[config.mk]
export PLATFORM = sky130hd
export DESIGN_NAME = dsg_strobe_group
export DESIGN_NICKNAME = d
export VERILOG_FILES = /design/src/common/dsg_pkg.sv /design/src/common/dsg_buf_if.sv /design/src/hw/dsg_pair_buffer.sv /design/src/hw/dsg_strobe_group.sv
export SDC_FILE = /design/constraint.sdc
export NUM_CORES = 1
export LEC_CHECK = 0
export ABC_CLOCK_PERIOD_IN_PS = 2500
export BUFFER_PORTS_ARGS = -buffer_cell sky130_fd_sc_hd__buf_2
export CAP_MARGIN = 20
export CORE_MARGIN = 8
export CORE_UTILIZATION = 50
export CTS_BUF_LIST = sky130_fd_sc_hd__clkbuf_4
export DETAILED_ROUTE_END_ITERATION = 10
export HOLD_SLACK_MARGIN = 0.15
export PLACE_DENSITY = 0.76
export REMOVE_ABC_BUFFERS = 1
export SYNTH_ARGS = -nofsm -noshare
export SYNTH_HDL_FRONTEND = slang
export SYNTH_SLANG_ARGS = --single-unit
[constraint.sdc]
create_clock -name clk_sys -period 2.5 [get_ports clk_sys]
set_clock_uncertainty 0.2 [all_clocks]
set_input_delay 0.5 -clock clk_sys [delete_from_list [all_inputs] [get_ports clk_sys]]
set_output_delay 0.5 -clock clk_sys [all_outputs]
set_load 0.02 [all_outputs]
[src/common/dsg_pkg.sv]
// Shared constants, types and helpers of the strobe-group datapath.
package dsg_pkg;

	// Supported data lines per strobe, and group counts in total and per die edge.
	localparam int GRP_X8             = 8;
	localparam int GRP_X16            = 16;
	localparam int GRP_X32            = 32;
	localparam int X8_GROUPS          = 20;
	localparam int X8_GROUPS_PER_EDGE = 10;
	localparam int X16_GROUPS         = 8;
	localparam int X16_GROUPS_PER_EDGE = 4;
	localparam int X32_GROUPS_PER_EDGE = 2;

	// Timing of the system clock and of the incoming strobe.
	localparam int CLK_PERIOD_PS  = 5000;
	localparam int LINK_PERIOD_PS = 64000;
	localparam int SHIFT72_DEG    = 72;
	localparam int SHIFT90_DEG    = 90;
	localparam int FULL_DEG       = 360;
	// Longest delays round down so capture never lands past the eye centre.
	localparam int SHIFT72_CYC = (LINK_PERIOD_PS * SHIFT72_DEG) / (FULL_DEG * CLK_PERIOD_PS);
	localparam int SHIFT90_CYC = (LINK_PERIOD_PS * SHIFT90_DEG) / (FULL_DEG * CLK_PERIOD_PS);
	localparam int SHIFT_PIPE  = SHIFT90_CYC;

	// System cycles per quarter of the generated memory clock.
	localparam int CK_QUARTER_CYC = 4;

	// Reset values.
	// Phase starts in the last quarter so the first clock pulse after reset is a full one.
	localparam logic [1:0] PHASE_RST = 2'h3;
	localparam logic       DM_IDLE   = 1'h1;

	// Strobe phase shift; Gray coded along 0, 72, 90 degrees.
	typedef enum logic [1:0] {
		DSG_SHIFT_0  = 2'h0,
		DSG_SHIFT_72 = 2'h1,
		DSG_SHIFT_90 = 2'h3
	} dsg_shift_e;

	// Smallest supported group that holds the requested lines.
	function automatic int dsg_group_fit(input int lines);
		if (lines <= GRP_X8) begin
			return GRP_X8;
		end
		if (lines <= GRP_X16) begin
			return GRP_X16;
		end
		return GRP_X32;
	endfunction : dsg_group_fit

endpackage : dsg_pkg

[src/common/dsg_buf_if.sv]
// Valid/ready carrier between the write path and its two-entry buffer.
`timescale 1ns/1ps
interface dsg_buf_if #(parameter int W = 9);
	logic         in_valid;
	logic         in_ready;
	logic [W-1:0] in_data;
	logic         out_valid;
	logic         out_ready;
	logic [W-1:0] out_data;

	modport buffer (input in_valid, input in_data, input out_ready,
		output in_ready, output out_valid, output out_data);
	modport user (output in_valid, output in_data, output out_ready,
		input in_ready, input out_valid, input out_data);
endinterface : dsg_buf_if

[src/hw/dsg_pair_buffer.sv]
// Two-entry buffer that absorbs a stall of the pin serialiser.
`timescale 1ns/1ps
module dsg_pair_buffer
	import dsg_pkg::*;
#(
	parameter int W = 9
) (
	input  wire logic clk_sys,
	input  wire logic rst_n_sync,
	dsg_buf_if.buffer bus
);
	logic [W-1:0] mem_reg [2];
	logic         wr_ptr_reg;
	logic         rd_ptr_reg;
	logic [1:0]   count_reg;
	logic [1:0]   count_next;
	logic         ready_reg;
	wire          push = bus.in_valid & ready_reg;
	wire          pop  = bus.out_valid & bus.out_ready;

	assign count_next    = count_reg + {1'h0, push} - {1'h0, pop};
	assign bus.in_ready  = ready_reg;
	assign bus.out_valid = (count_reg != 2'h0);
	assign bus.out_data  = mem_reg[rd_ptr_reg];

	always_ff @(posedge clk_sys or negedge rst_n_sync) begin
		if (!rst_n_sync) begin
			wr_ptr_reg <= 1'h0;
			rd_ptr_reg <= 1'h0;
			count_reg  <= 2'h0;
			ready_reg  <= 1'h1;
		end else begin
			wr_ptr_reg <= wr_ptr_reg ^ push;
			rd_ptr_reg <= rd_ptr_reg ^ pop;
			count_reg  <= count_next;
			ready_reg  <= (count_next != 2'h2);
		end
	end

	always_ff @(posedge clk_sys) begin
		if (push) begin
			mem_reg[wr_ptr_reg] <= bus.in_data;
		end
	end

	full_stall_a: assert property (@(posedge clk_sys) disable iff (!rst_n_sync)
		count_reg == 2'h2 |-> !ready_reg)
		else $error("Buffer full but still ready.");
	stall_hold_a: assert property (@(posedge clk_sys) disable iff (!rst_n_sync)
		bus.out_valid && !bus.out_ready |=> bus.out_valid && $stable(bus.out_data))
		else $error("Buffered word lost during a stall.");
	buf_full_c: cover property (@(posedge clk_sys) disable iff (!rst_n_sync)
		count_reg == 2'h2);

endmodule : dsg_pair_buffer

[src/hw/dsg_strobe_group.sv]
// One strobe group: write serialiser, memory clock and strobe-timed read capture.
// How it works
// Data lines are served by one strobe in groups of 8, 16 or 32.
// Odd widths take the next larger group; surplus lines stay undriven.
// Eight-line mode allows 20 groups, ten per top and bottom edge.
// Sixteen-line mode allows eight groups, four per top and bottom edge.
// The strobe pin is either a bidirectional strobe or a read-only read clock.
// Input-only data and strobe pins keep their output enables low.
// Mask low writes the word, mask high tells memory to drop it.
// Each group has its own mask output, idle during reads.
// Mask leaves the same early-quarter output register as write data.
// Check bits ride with the data; encoded on write, checked on read.
// A high read-valid flag means the memory is returning read data.
// The read-valid flag leads the first data word by half a clock.
// Memory clock pins come from output registers, not the clock tree.
// Each incoming strobe is delayed by 0, 72 or 90 degrees before capture.
// On side banks the read strobe is ignored; own clock times capture.
// Read data is captured on both strobe edges, two words per cycle.
`timescale 1ns/1ps
module dsg_strobe_group
	import dsg_pkg::*;
#(
	parameter int DATA_W       = 8,
	parameter int CHECK_W      = 1,
	parameter int CK_DIV       = CK_QUARTER_CYC,
	parameter bit STROBE_BIDIR = 1'b1,
	parameter bit INPUT_ONLY   = 1'b0,
	parameter bit USE_FLAG     = 1'b1,
	parameter int GROUP_SLOT   = 0
) (
	input  wire logic                            clk_sys,
	input  wire logic                            rst_b,
	input  wire logic                            wr_valid,
	input  wire logic [DATA_W-1:0]               wr_data,
	input  wire logic                            wr_mask,
	output logic                                 wr_ready,
	input  wire logic                            rd_arm,
	input  wire dsg_shift_e                      shift_sel,
	input  wire logic                            side_bank,
	output logic                                 rd_valid,
	output logic                                 rd_falling,
	output logic [DATA_W-1:0]                    rd_data,
	output logic                                 rd_check_err,
	input  wire logic [dsg_group_fit(DATA_W+CHECK_W)-1:0] dq_in,
	output logic [dsg_group_fit(DATA_W+CHECK_W)-1:0] dq_out,
	output logic [dsg_group_fit(DATA_W+CHECK_W)-1:0] dq_oe,
	input  wire logic                            strobe_in,
	output logic                                 strobe_out,
	output logic                                 strobe_oe,
	output logic                                 dm_out,
	input  wire logic                            read_valid_flag,
	output logic                                 mem_ck,
	output logic                                 mem_ck_n
);
	localparam int LANE_W  = DATA_W + CHECK_W;
	localparam int GROUP_W = dsg_group_fit(LANE_W);
	localparam int HALF_CK = 2 * CK_DIV;
	localparam int DIV_W   = $clog2(CK_DIV + 1);
	localparam int HIGH_W  = $clog2(HALF_CK + 1);

	// Check bit k is the parity of every data bit whose index is k modulo CHECK_W.
	function automatic logic [CHECK_W-1:0] check_of(input logic [DATA_W-1:0] d);
		logic [CHECK_W-1:0] c;
		c = '0;
		for (int i = 0; i < DATA_W; i++) begin
			c[i % CHECK_W] = c[i % CHECK_W] ^ d[i];
		end
		return c;
	endfunction : check_of

	logic              rst_s1_reg;
	logic              rst_n_sync;
	logic [DIV_W-1:0]  div_reg;
	logic [1:0]        phase_reg;
	logic              ck_reg;
	logic              drive_reg;
	logic [LANE_W-1:0] lane_reg;
	logic              dm_reg;
	logic              stb_s1_reg;
	logic              stb_s2_reg;
	logic              stb_s3_reg;
	logic [GROUP_W-1:0] dq_s1_reg;
	logic [GROUP_W-1:0] dq_s2_reg;
	logic              flag_s1_reg;
	logic              flag_s2_reg;
	logic [SHIFT_PIPE-1:0] edge_pipe_reg;
	logic              flag_prev_reg;
	logic              rd_valid_reg;
	logic              rd_falling_reg;
	logic [DATA_W-1:0] rd_data_reg;
	logic              rd_err_reg;
	logic [HIGH_W-1:0] ck_high_reg;

	always_ff @(posedge clk_sys or negedge rst_b) begin
		if (!rst_b) begin
			rst_s1_reg <= 1'h0;
			rst_n_sync <= 1'h0;
		end else begin
			rst_s1_reg <= 1'h1;
			rst_n_sync <= rst_s1_reg;
		end
	end

	// Write path: the user word plus its check bits and mask goes through the buffer.
	dsg_buf_if #(.W(LANE_W + 1)) wbuf ();
	assign wbuf.in_valid = wr_valid;
	assign wbuf.in_data  = {wr_mask, check_of(wr_data), wr_data};
	assign wr_ready      = wbuf.in_ready;

	dsg_pair_buffer #(.W(LANE_W + 1)) u_wbuf (
		.clk_sys    (clk_sys),
		.rst_n_sync (rst_n_sync),
		.bus        (wbuf)
	);

	// Quarter-period tick; the clock is high in phases 0 and 1.
	wire       tick       = (div_reg == DIV_W'(CK_DIV - 1));
	wire [1:0] phase_next = phase_reg + 2'h1;
	// Data and mask move one quarter ahead of each clock edge (odd phases).
	wire       data_slot  = tick & phase_next[0];
	wire       ck_edge    = tick & ~phase_next[0];
	wire       take_word  = data_slot & wbuf.out_valid & ~INPUT_ONLY;
	assign wbuf.out_ready = data_slot & ~INPUT_ONLY;

	always_ff @(posedge clk_sys or negedge rst_n_sync) begin
		if (!rst_n_sync) begin
			div_reg   <= '0;
			phase_reg <= PHASE_RST;
			ck_reg    <= 1'h0;
		end else begin
			div_reg <= tick ? '0 : div_reg + DIV_W'(1);
			if (tick) begin
				phase_reg <= phase_next;
				ck_reg    <= ~phase_next[1];
			end
		end
	end

	always_ff @(posedge clk_sys or negedge rst_n_sync) begin
		if (!rst_n_sync) begin
			drive_reg <= 1'h0;
			lane_reg  <= '0;
			dm_reg    <= DM_IDLE;
		end else if (data_slot) begin
			drive_reg <= take_word;
			lane_reg  <= wbuf.out_data[LANE_W-1:0];
			// An empty slot leaves the mask high so the memory writes nothing.
			dm_reg    <= take_word ? wbuf.out_data[LANE_W] : DM_IDLE;
		end
	end

	assign mem_ck     = ck_reg;
	assign mem_ck_n   = ~ck_reg;
	assign dm_out     = dm_reg;
	assign dq_out     = GROUP_W'(lane_reg);
	assign dq_oe      = GROUP_W'({LANE_W{drive_reg}});
	assign strobe_out = ck_reg;
	assign strobe_oe  = drive_reg & STROBE_BIDIR;

	// Read path: every pin from the memory passes two flip-flops first.
	always_ff @(posedge clk_sys or negedge rst_n_sync) begin
		if (!rst_n_sync) begin
			// The strobe idles high, so no false edge follows the release of reset.
			stb_s1_reg  <= 1'h1;
			stb_s2_reg  <= 1'h1;
			stb_s3_reg  <= 1'h1;
			dq_s1_reg   <= '0;
			dq_s2_reg   <= '0;
			flag_s1_reg <= 1'h0;
			flag_s2_reg <= 1'h0;
		end else begin
			stb_s1_reg  <= strobe_in;
			stb_s2_reg  <= stb_s1_reg;
			stb_s3_reg  <= stb_s2_reg;
			dq_s1_reg   <= dq_in;
			dq_s2_reg   <= dq_s1_reg;
			flag_s1_reg <= read_valid_flag;
			flag_s2_reg <= flag_s1_reg;
		end
	end

	wire stb_edge = stb_s2_reg ^ stb_s3_reg;
	wire shifted_edge = (shift_sel == DSG_SHIFT_0)  ? stb_edge :
	                    (shift_sel == DSG_SHIFT_72) ? edge_pipe_reg[SHIFT72_CYC-1] :
	                                                  edge_pipe_reg[SHIFT90_CYC-1];
	// Side banks have no strobe delay circuit, so the own clock edges time capture.
	wire cap_pulse = side_bank ? ck_edge : shifted_edge;
	// The flag leads data by half a clock: a word counts when the flag stood at the edge before.
	wire cap_ok    = USE_FLAG ? flag_prev_reg : rd_arm;
	wire [LANE_W-1:0] cap_lane = dq_s2_reg[LANE_W-1:0];

	always_ff @(posedge clk_sys or negedge rst_n_sync) begin
		if (!rst_n_sync) begin
			edge_pipe_reg  <= '0;
			flag_prev_reg  <= 1'h0;
			rd_valid_reg   <= 1'h0;
			rd_falling_reg <= 1'h0;
			rd_data_reg    <= '0;
			rd_err_reg     <= 1'h0;
		end else begin
			edge_pipe_reg <= {edge_pipe_reg[SHIFT_PIPE-2:0], stb_edge};
			rd_valid_reg  <= cap_pulse & cap_ok;
			if (cap_pulse) begin
				flag_prev_reg <= flag_s2_reg;
			end
			if (cap_pulse & cap_ok) begin
				rd_falling_reg <= side_bank ? phase_next[1] : ~stb_s2_reg;
				rd_data_reg    <= cap_lane[DATA_W-1:0];
				rd_err_reg     <= (check_of(cap_lane[DATA_W-1:0]) != cap_lane[LANE_W-1:DATA_W]);
			end
		end
	end

	assign rd_valid     = rd_valid_reg;
	assign rd_falling   = rd_falling_reg;
	assign rd_data      = rd_data_reg;
	assign rd_check_err = rd_err_reg;

	// Counts the high phase of the memory clock so its check needs no long repetition.
	always_ff @(posedge clk_sys or negedge rst_n_sync) begin
		if (!rst_n_sync) begin
			ck_high_reg <= '0;
		end else begin
			ck_high_reg <= ck_reg ? ck_high_reg + HIGH_W'(1) : '0;
		end
	end

	group_size_a: assert property (@(posedge clk_sys) disable iff (!rst_n_sync)
		GROUP_W >= LANE_W && (GROUP_W == GRP_X8 || GROUP_W == GRP_X16 || GROUP_W == GRP_X32))
		else $error("Group width is not a supported size.");
	slot_count_a: assert property (@(posedge clk_sys) disable iff (!rst_n_sync)
		(GROUP_W == GRP_X8 && GROUP_SLOT < X8_GROUPS_PER_EDGE) ||
		(GROUP_W == GRP_X16 && GROUP_SLOT < X16_GROUPS_PER_EDGE) ||
		(GROUP_W == GRP_X32 && GROUP_SLOT < X32_GROUPS_PER_EDGE))
		else $error("Group slot beyond the edge's group count.");
	ck_half_a: assert property (@(posedge clk_sys) disable iff (!rst_n_sync)
		$fell(mem_ck) |-> ck_high_reg == HIGH_W'(HALF_CK))
		else $error("Memory clock high phase has the wrong length.");
	dm_lead_a: assert property (@(posedge clk_sys) disable iff (!rst_n_sync)
		$changed(dm_out) |-> ##CK_DIV $changed(mem_ck))
		else $error("Mask does not lead the clock edge by a quarter.");
	dm_idle_a: assert property (@(posedge clk_sys) disable iff (!rst_n_sync)
		dq_oe == '0 |-> dm_out)
		else $error("Mask low while no write data is driven.");
	oe_off_a: assert property (@(posedge clk_sys) disable iff (!rst_n_sync)
		(strobe_oe || dq_oe != '0) |-> !INPUT_ONLY && strobe_oe == (STROBE_BIDIR && dq_oe[0]))
		else $error("Output enable raised on an input-only pin.");
	spare_pins_a: assert property (@(posedge clk_sys) disable iff (!rst_n_sync)
		(dq_oe >> LANE_W) == '0)
		else $error("Surplus data line driven.");
	shift90_a: assert property (@(posedge clk_sys) disable iff (!rst_n_sync)
		!side_bank && shift_sel == DSG_SHIFT_90 && $stable(shift_sel) && stb_edge
		&& cap_ok |-> ##SHIFT90_CYC ##1 rd_valid || $changed(shift_sel))
		else $error("Strobe capture delay is not the 90 degree count.");
	flag_gate_a: assert property (@(posedge clk_sys) disable iff (!rst_n_sync)
		USE_FLAG && rd_valid |-> $past(flag_prev_reg))
		else $error("Read word taken without the valid flag.");
	side_ignore_a: assert property (@(posedge clk_sys) disable iff (!rst_n_sync)
		side_bank && $past(side_bank) && rd_valid |-> $past(ck_edge))
		else $error("Side-bank capture followed the strobe.");

	wr_word_c: cover property (@(posedge clk_sys) disable iff (!rst_n_sync)
		take_word && !wbuf.out_data[LANE_W]);
	rd_pair_c: cover property (@(posedge clk_sys) disable iff (!rst_n_sync)
		rd_valid && !rd_falling ##[1:20] rd_valid && rd_falling);
	side_rd_c: cover property (@(posedge clk_sys) disable iff (!rst_n_sync)
		side_bank && rd_valid);
	ecc_err_c: cover property (@(posedge clk_sys) disable iff (!rst_n_sync)
		rd_valid && rd_check_err);

endmodule : dsg_strobe_group

==> reports/metrics.cfg, run 1 <==
[run_status]
outcome = finished clean

[critical_path]
crit_arrival_ns = 2.27
criticalPathCategory = reg -> reg
cp.required_ns = 2.64
slowest_delay_ns = 0.40
critPathCaptureType = flip-flop
cp_common_cell = ha_1
worstSetupStartpointType = flip-flop
worstPathMaxFanout = 4
slowest_stage = dfrtp_1
crit_chain = ha_1, nand2b_1, nor2_1, o21a_1, ha_1, inv_1, ha_1, xnor2_1, xnor2_1, nand2b_1

[clock_tree]
cts_tree = done
cts_resized = 0
clk_pin_slew_ns = 0.13
htree_levels = 3
cts_sinks = 82
holdBufCountCts = 22
cts_root_buf = clkbuf_4
clock_latency_ns = 0.41
cts_buffers = 9
postCtsSetupRepairBufs = 0
clockBufferDepth = 2

[drt]
drt-pass1-iter-count = 4
wl_met2_um = 2630
dr_wl_met3_um = 288
antenna_left = 0
wl_per_cell_um = 13.6
viasPerCell = 4.56
vias = 1706
drc_errors = 0
highest_layer = met4
first_iter_violations = 59
drt-met1-wl_um = 2060
wl_um = 5070

[synth]
yosys.area.top_type_share_pct = 43.5
yosysUniqueCellTypes = 31
synth_top_cell_by_area = dfrtp_1
syn_area_um2 = 3170
ys_seq_area_share_pct = 68.3
synth_cells = 210
ys_ff_latch = 82
synth_warnings = 0
synth_area_leaders = dfrtp_1 (43%), edfxtp_1 (19%), dfstp_2 (5.8%)
postSynthAreaPerCell_um2 = 15.1

[final_layout]
stdcell_count = 374
drive_above_1_share_pct = 35.0
largest_register_ffs = 20
synthToLayoutAreaGrowth_pct = 21.3
fin_area_um2 = 3840
n_antenna_cell = 0
fillers = 489
nets = 331

[sta]
max_freq_mhz = 469
setup_tns_ns = 0
final-setup-viol-count = 0
hold_viol_final = 0
min_period_ns = 2.13
finalMaxSlewViolations = 0
max_slew.worst_pin.slew_ns = 0.711
timing.final.ws_setup_ns = 0.367
min_period_over_period_pct = 85.3
rsz0062_at_grt = false
slew_headroom_pct = 52.6

[die]
die-area_um2 = 9130
die_width_um = 95.6
core_um2 = 6240
placementRows = 29
fp.dieH_um = 95.6
io_pins = 83
start_util_pct = 50.7

[pwr]
power.leakage_nw = 1.76
power.total_mw = 3.77
p_per_area_nw_per_um2 = 981
vdd_drop_max_v = 0.000563

[global_route]
grt_max_degree = 61
grtUsageTotal_pct = 12.0
grt.overflow.total = 0
first_global_vias = 1767
grt_antenna_before_repair = 0
grt_pass1_wl_um = 8220

[worst_hold_path]
min_path_type = reg -> reg

[placement]
globalplace.congestion = 0.694
dp_cells = 336
dpl.hpwl_um = 3560
place_ws_ns = 0.380
io_buffers = 60
placedInstanceArea_um2 = 3440

[run]
max_cap_viol_count = 0

## cells in the mapped netlist, drive strengths merged
library cell	number
xnor3	1
mux2	11
and2	2
edfxtp	20
nand2	3
or2b	1
and3	1
nor3	1
inv	7
o21a	1
xor2	5
dfrtp	55
a2111oi	1
conb	2
o21ai	3
nor2b	3
ha	5
a21oi	10
xnor2	15
a22oi	1
dfstp	7
buf	27
nand2b	3
nor2	13
mux2i	10
nor3b	1
and3b	1
## layer usage
layer,up-vias,global-route usage [%]
li1,831,-
met1,826,13.8
met2,41,19.6
met3,8,2.76
met4,0,7.94
met5,-,0
## report_power, final
part,internal [mW],leakage [nW],switching (mW)
registers,1.67,0.904,0.170
logic,0.411,0.760,0.582
clock network,0.514,0.0983,0.417
## cell type report
cell class	instances	area [um2]	area share, %
tap	77	96.3	2.51
clock buffer	10	75.1	1.96
sequential	82	2160	56.3
inverter	7	28.8	0.749
multi-input combinational	107	830	21.6
timing repair buffer	85	543	14.1
clock inverter	6	105	2.74
## through the flow
step / util, % / hold slack (ns)
floorplan: - / 0.00441
global placement: 55.1 / 0.0858
detailed placement: 55.1 / 0.0879
CTS: 61.5 / 0.158
global route: 61.5 / 0.157
finish: 61.5 / 0.153
## logic make-up (layout without fill, tap and decap cells)
family | after synthesis | after routing | synth area share, %
xor gates and xnor gates | 21 | 21 | 6.25
and+or+nand+nor | 29 | 29 | 5.49
muxes | 21 | 21 | 7.31
DFF | 82 | 82 | 68.3
adders and majority gates | 5 | 5 | 1.98
other | 2 | 15 | 0.237
AOI/OAI and AO/OA | 16 | 16 | 3.40
buffers and inverters | 34 | 108 | 7.07
## cells in the final DEF (no fill, tap or decap), drive strengths merged, types with 7 or more instances in the layout
cell type | synthesis | layout
a21oi | 10 | 10
conb | 2 | 15
xnor2 | 15 | 15
dfrtp | 55 | 55
mux2 | 11 | 11
clkbuf | 0 | 10
mux2i | 10 | 10
buf | 27 | 63
dfstp | 7 | 7
nor2 | 13 | 13
edfxtp | 20 | 20
inv | 7 | 8
dlygate4sd3 | 0 | 22
## critical path, delay by kind of cell (launching register included)
family | cells | cell delay [ns]
AOI/OAI and AO/OA | 1 | 0.16
xor gates and xnor gates | 2 | 0.33
adders and majority gates | 3 | 0.71
buffers and inverters | 1 | 0.04
DFF | 1 | 0.40
and+or+nand+nor | 3 | 0.24
## worst paths after layout
path                              startpoint                   to  slack, ns  cells past startpoint
worst max register to register    div_reg[0]  u_wbuf.bus.in_ready       0.37                     10
worst max-delay path              div_reg[0]  u_wbuf.bus.in_ready       0.37                     10
min in group asynchronous         rst_n_sync         dq_s2_reg[6]       0.20                      1
worst min register to register  dq_s1_reg[1]         dq_s2_reg[1]       0.15                      0
max in group asynchronous              rst_b           rst_n_sync       1.23                      3
worst min-delay path            dq_s1_reg[1]         dq_s2_reg[1]       0.15                      0
Power figures use the tool's default switching activity.
==> inputs of run 2 (changes only) <==
--- a/config.mk
+++ b/config.mk
@@ -9,11 +9,10 @@
 export BUFFER_PORTS_ARGS = -buffer_cell sky130_fd_sc_hd__buf_2
 export CAP_MARGIN = 20
 export CORE_MARGIN = 8
-export CORE_UTILIZATION = 50
+export CORE_UTILIZATION = 31
 export CTS_BUF_LIST = sky130_fd_sc_hd__clkbuf_4
 export DETAILED_ROUTE_END_ITERATION = 10
 export HOLD_SLACK_MARGIN = 0.15
-export PLACE_DENSITY = 0.76
 export REMOVE_ABC_BUFFERS = 1
 export SYNTH_ARGS = -nofsm -noshare
 export SYNTH_HDL_FRONTEND = slang
==> reports/metrics.cfg, run 2 (synthesis results as in run 1) <==
[final_layout]
fillers = 959  ; +96%
mostFrequentLayoutCells = buf_2 (60), dfrtp_1 (54), dlygate4sd3_1 (24)
multi_input_area_um2 = 830  ; unchanged
fin_util_pct = 38.5  ; -23 points
largest_register_ffs = 20  ; unchanged
nets = 334  ; +0.91%
fin_area_um2 = 3900  ; +1.6%
seq_area_um2 = 2160  ; unchanged
synthToLayoutAreaGrowth_pct = 23.2
drive_above_1_share_pct = 35.0  ; about the same
layout_commonest_cell = buf_2

[die]
die_width_um = 117  ; +22%
core_um2 = 10100  ; +62%
io_pins = 83  ; unchanged
placementRows = 37  ; +28%
fp.dieH_um = 117  ; +22%
die-area_um2 = 13700  ; +50%
start_util_pct = 31.2  ; -19 points

[sta]
hold_ws_ns = 0.161  ; +0.00833 ns
max_freq_mhz = 469  ; +0.14%
hold_viol_final = 0  ; unchanged
slew_headroom_pct = 52.9  ; +0.33 points
setup_tns_ns = 0  ; unchanged
min_period_ns = 2.13  ; -0.00300 ns
rsz0062_at_grt = false
max_slew.worst_pin.slew_ns = 0.704  ; -0.00729 ns
finalMaxSlewViolations = 0  ; unchanged
final-setup-viol-count = 0  ; unchanged
min_period_over_period_pct = 85.2  ; -0.12 points

[global_route]
grtUsageTotal_pct = 8.39  ; -3.6 points
grt_max_degree = 24  ; -61%
grt.overflow.total = 0  ; unchanged
grt_pass1_wl_um = 8600  ; +4.6%
first_global_vias = 1752  ; -0.85%
grt_antenna_before_repair = 0  ; unchanged

[clock_tree]
postCtsSetupRepairBufs = 0  ; unchanged
cts_resized = 0  ; unchanged
cts_root_buf = clkbuf_4
cts_sinks = 82  ; unchanged
cts_buffers = 9  ; unchanged
htree_levels = 3  ; unchanged
clockBufferDepth = 2  ; unchanged
holdBufCountCts = 24  ; +9.1%
clk_pin_slew_ns = 0.12  ; about the same
clock_latency_ns = 0.42  ; about the same
cts_tree = done

[drt]
drt-pass1-iter-count = 4  ; unchanged
vias = 1722  ; +0.94%
wl_per_cell_um = 12.4  ; -8.8%
viasPerCell = 3.94  ; -14%
drc_errors = 0  ; unchanged
first_iter_violations = 76  ; +29%
antenna_left = 0  ; unchanged
wl_um = 5400  ; +6.5%

[critical_path]
slowest_stage = dfrtp_1
cp_common_cell = ha_1
crit_arrival_ns = 2.29  ; +0.02 ns
critPathCaptureType = flip-flop
crit_chain = ha_1, nand2b_1, nor2_1, o21a_1, ha_1, inv_1, ha_1, xnor2_1, xnor2_1, nand2b_1
rr_worst_depth = 10  ; unchanged
reg2reg_to = u_wbuf.bus.in_ready
cp.depth = 10  ; unchanged
worstReg2RegStart = div_reg[0]
slowest_delay_ns = 0.40  ; about the same
crit_end = u_wbuf.bus.in_ready
worstPathMaxFanout = 4  ; unchanged
criticalPathCategory = reg -> reg
crit_start = div_reg[0]
cp.required_ns = 2.66  ; +0.02 ns
crit_buf_inv = 1  ; unchanged
worstSetupStartpointType = flip-flop
worst_path_dominant_cell_family = adder cells
r2r_setup_slack_ns = 0.37  ; about the same

[pwr]
vdd_drop_max_v = 0.000412  ; -27%
p_per_area_nw_per_um2 = 922  ; -6.0%
power.leakage_nw = 1.76  ; -0.36%

[run]
max_cap_viol_count = 0  ; unchanged

[placement]
globalplace.congestion = 0.701  ; +0.94%
io_buffers = 60  ; unchanged
placedInstanceArea_um2 = 3520  ; +2.4%
dpl.hpwl_um = 3850  ; +8.1%

[worst_hold_path]
min_path_type = reg -> reg

[run_status]
outcome = finished clean

-- run 2: cell types whose count changed in the layout (fill, tap and decap cells not counted), sizes merged --
cell	change
diode	+1
clkinv	+1
bufinv	-2
clkbuf	+1
dlygate4sd3	+2
buf	+1
-- run 2: worst register-to-register path, delay by kind of cell, from the launching register on --
kind	cells	cell delay, ns
buffers and inverters	1	0.04
flip-flops	1	0.40
XOR/XNOR	2	0.33
AND/OR/NAND/NOR	3	0.24
AO/OA/AOI/OAI	1	0.15
adder cells (fa/ha/maj)	3	0.70
-- run 2: power breakdown --
part           total [mW]  switching (mW)  internal (mW)  leakage (nW)
registers            1.85           0.176           1.67         0.904
clock network       0.753           0.427          0.326        0.0788
logic               0.992           0.579          0.413         0.773
-- run 2: cell type report --
cell class / count / share of cell area (%)
Multi-Input combinational cell: 107 / 21.3
Inverter: 7 / 0.738
Antenna cell: 1 / 0.0642
Tap cell: 136 / 4.36
Timing Repair Buffer: 88 / 14.6
Sequential cell: 82 / 55.4
Clock inverter: 5 / 1.38
Clock buffer: 11 / 2.12
-- run 2: worst min path at each step --
stage | from | to | slack [ns] | cells past startpoint
2_1_floorplan | rst_b | rst_n_sync | 0.004 | 0
3_3_place_gp | rst_n_sync | dq_s1_reg[5] | -0.02 | 0
3_5_place_dp | rst_n_sync | dq_s1_reg[5] | -0.006 | 0
4_1_cts | dq_s1_reg[3] | dq_s2_reg[3] | 0.16 | 0
5_1_grt | edge_pipe_reg[0] | edge_pipe_reg[1] | 0.17 | 0
6_report | dq_s1_reg[1] | dq_s2_reg[1] | 0.16 | 0
-- run 2: through the flow --
step / std cells / power, mW / worst slack [ns]
after floorplan: 196 / 2.51 / -0.131
after global placement: 396 / 2.85 / 0.408
after detailed placement: 396 / 2.87 / 0.378
after CTS: 436 / 3.67 / 0.351
after global routing: 436 / 3.82 / 0.231
final: 437 / 3.60 / 0.370
-- run 2: routing by layer --
metal / GRT usage (%) / share of wire (%)
met5: 0 / 0
met4: 5.12 / 2.5
met3: 2.92 / 7.5
met2: 12.7 / 47
met1: 10.1 / 43
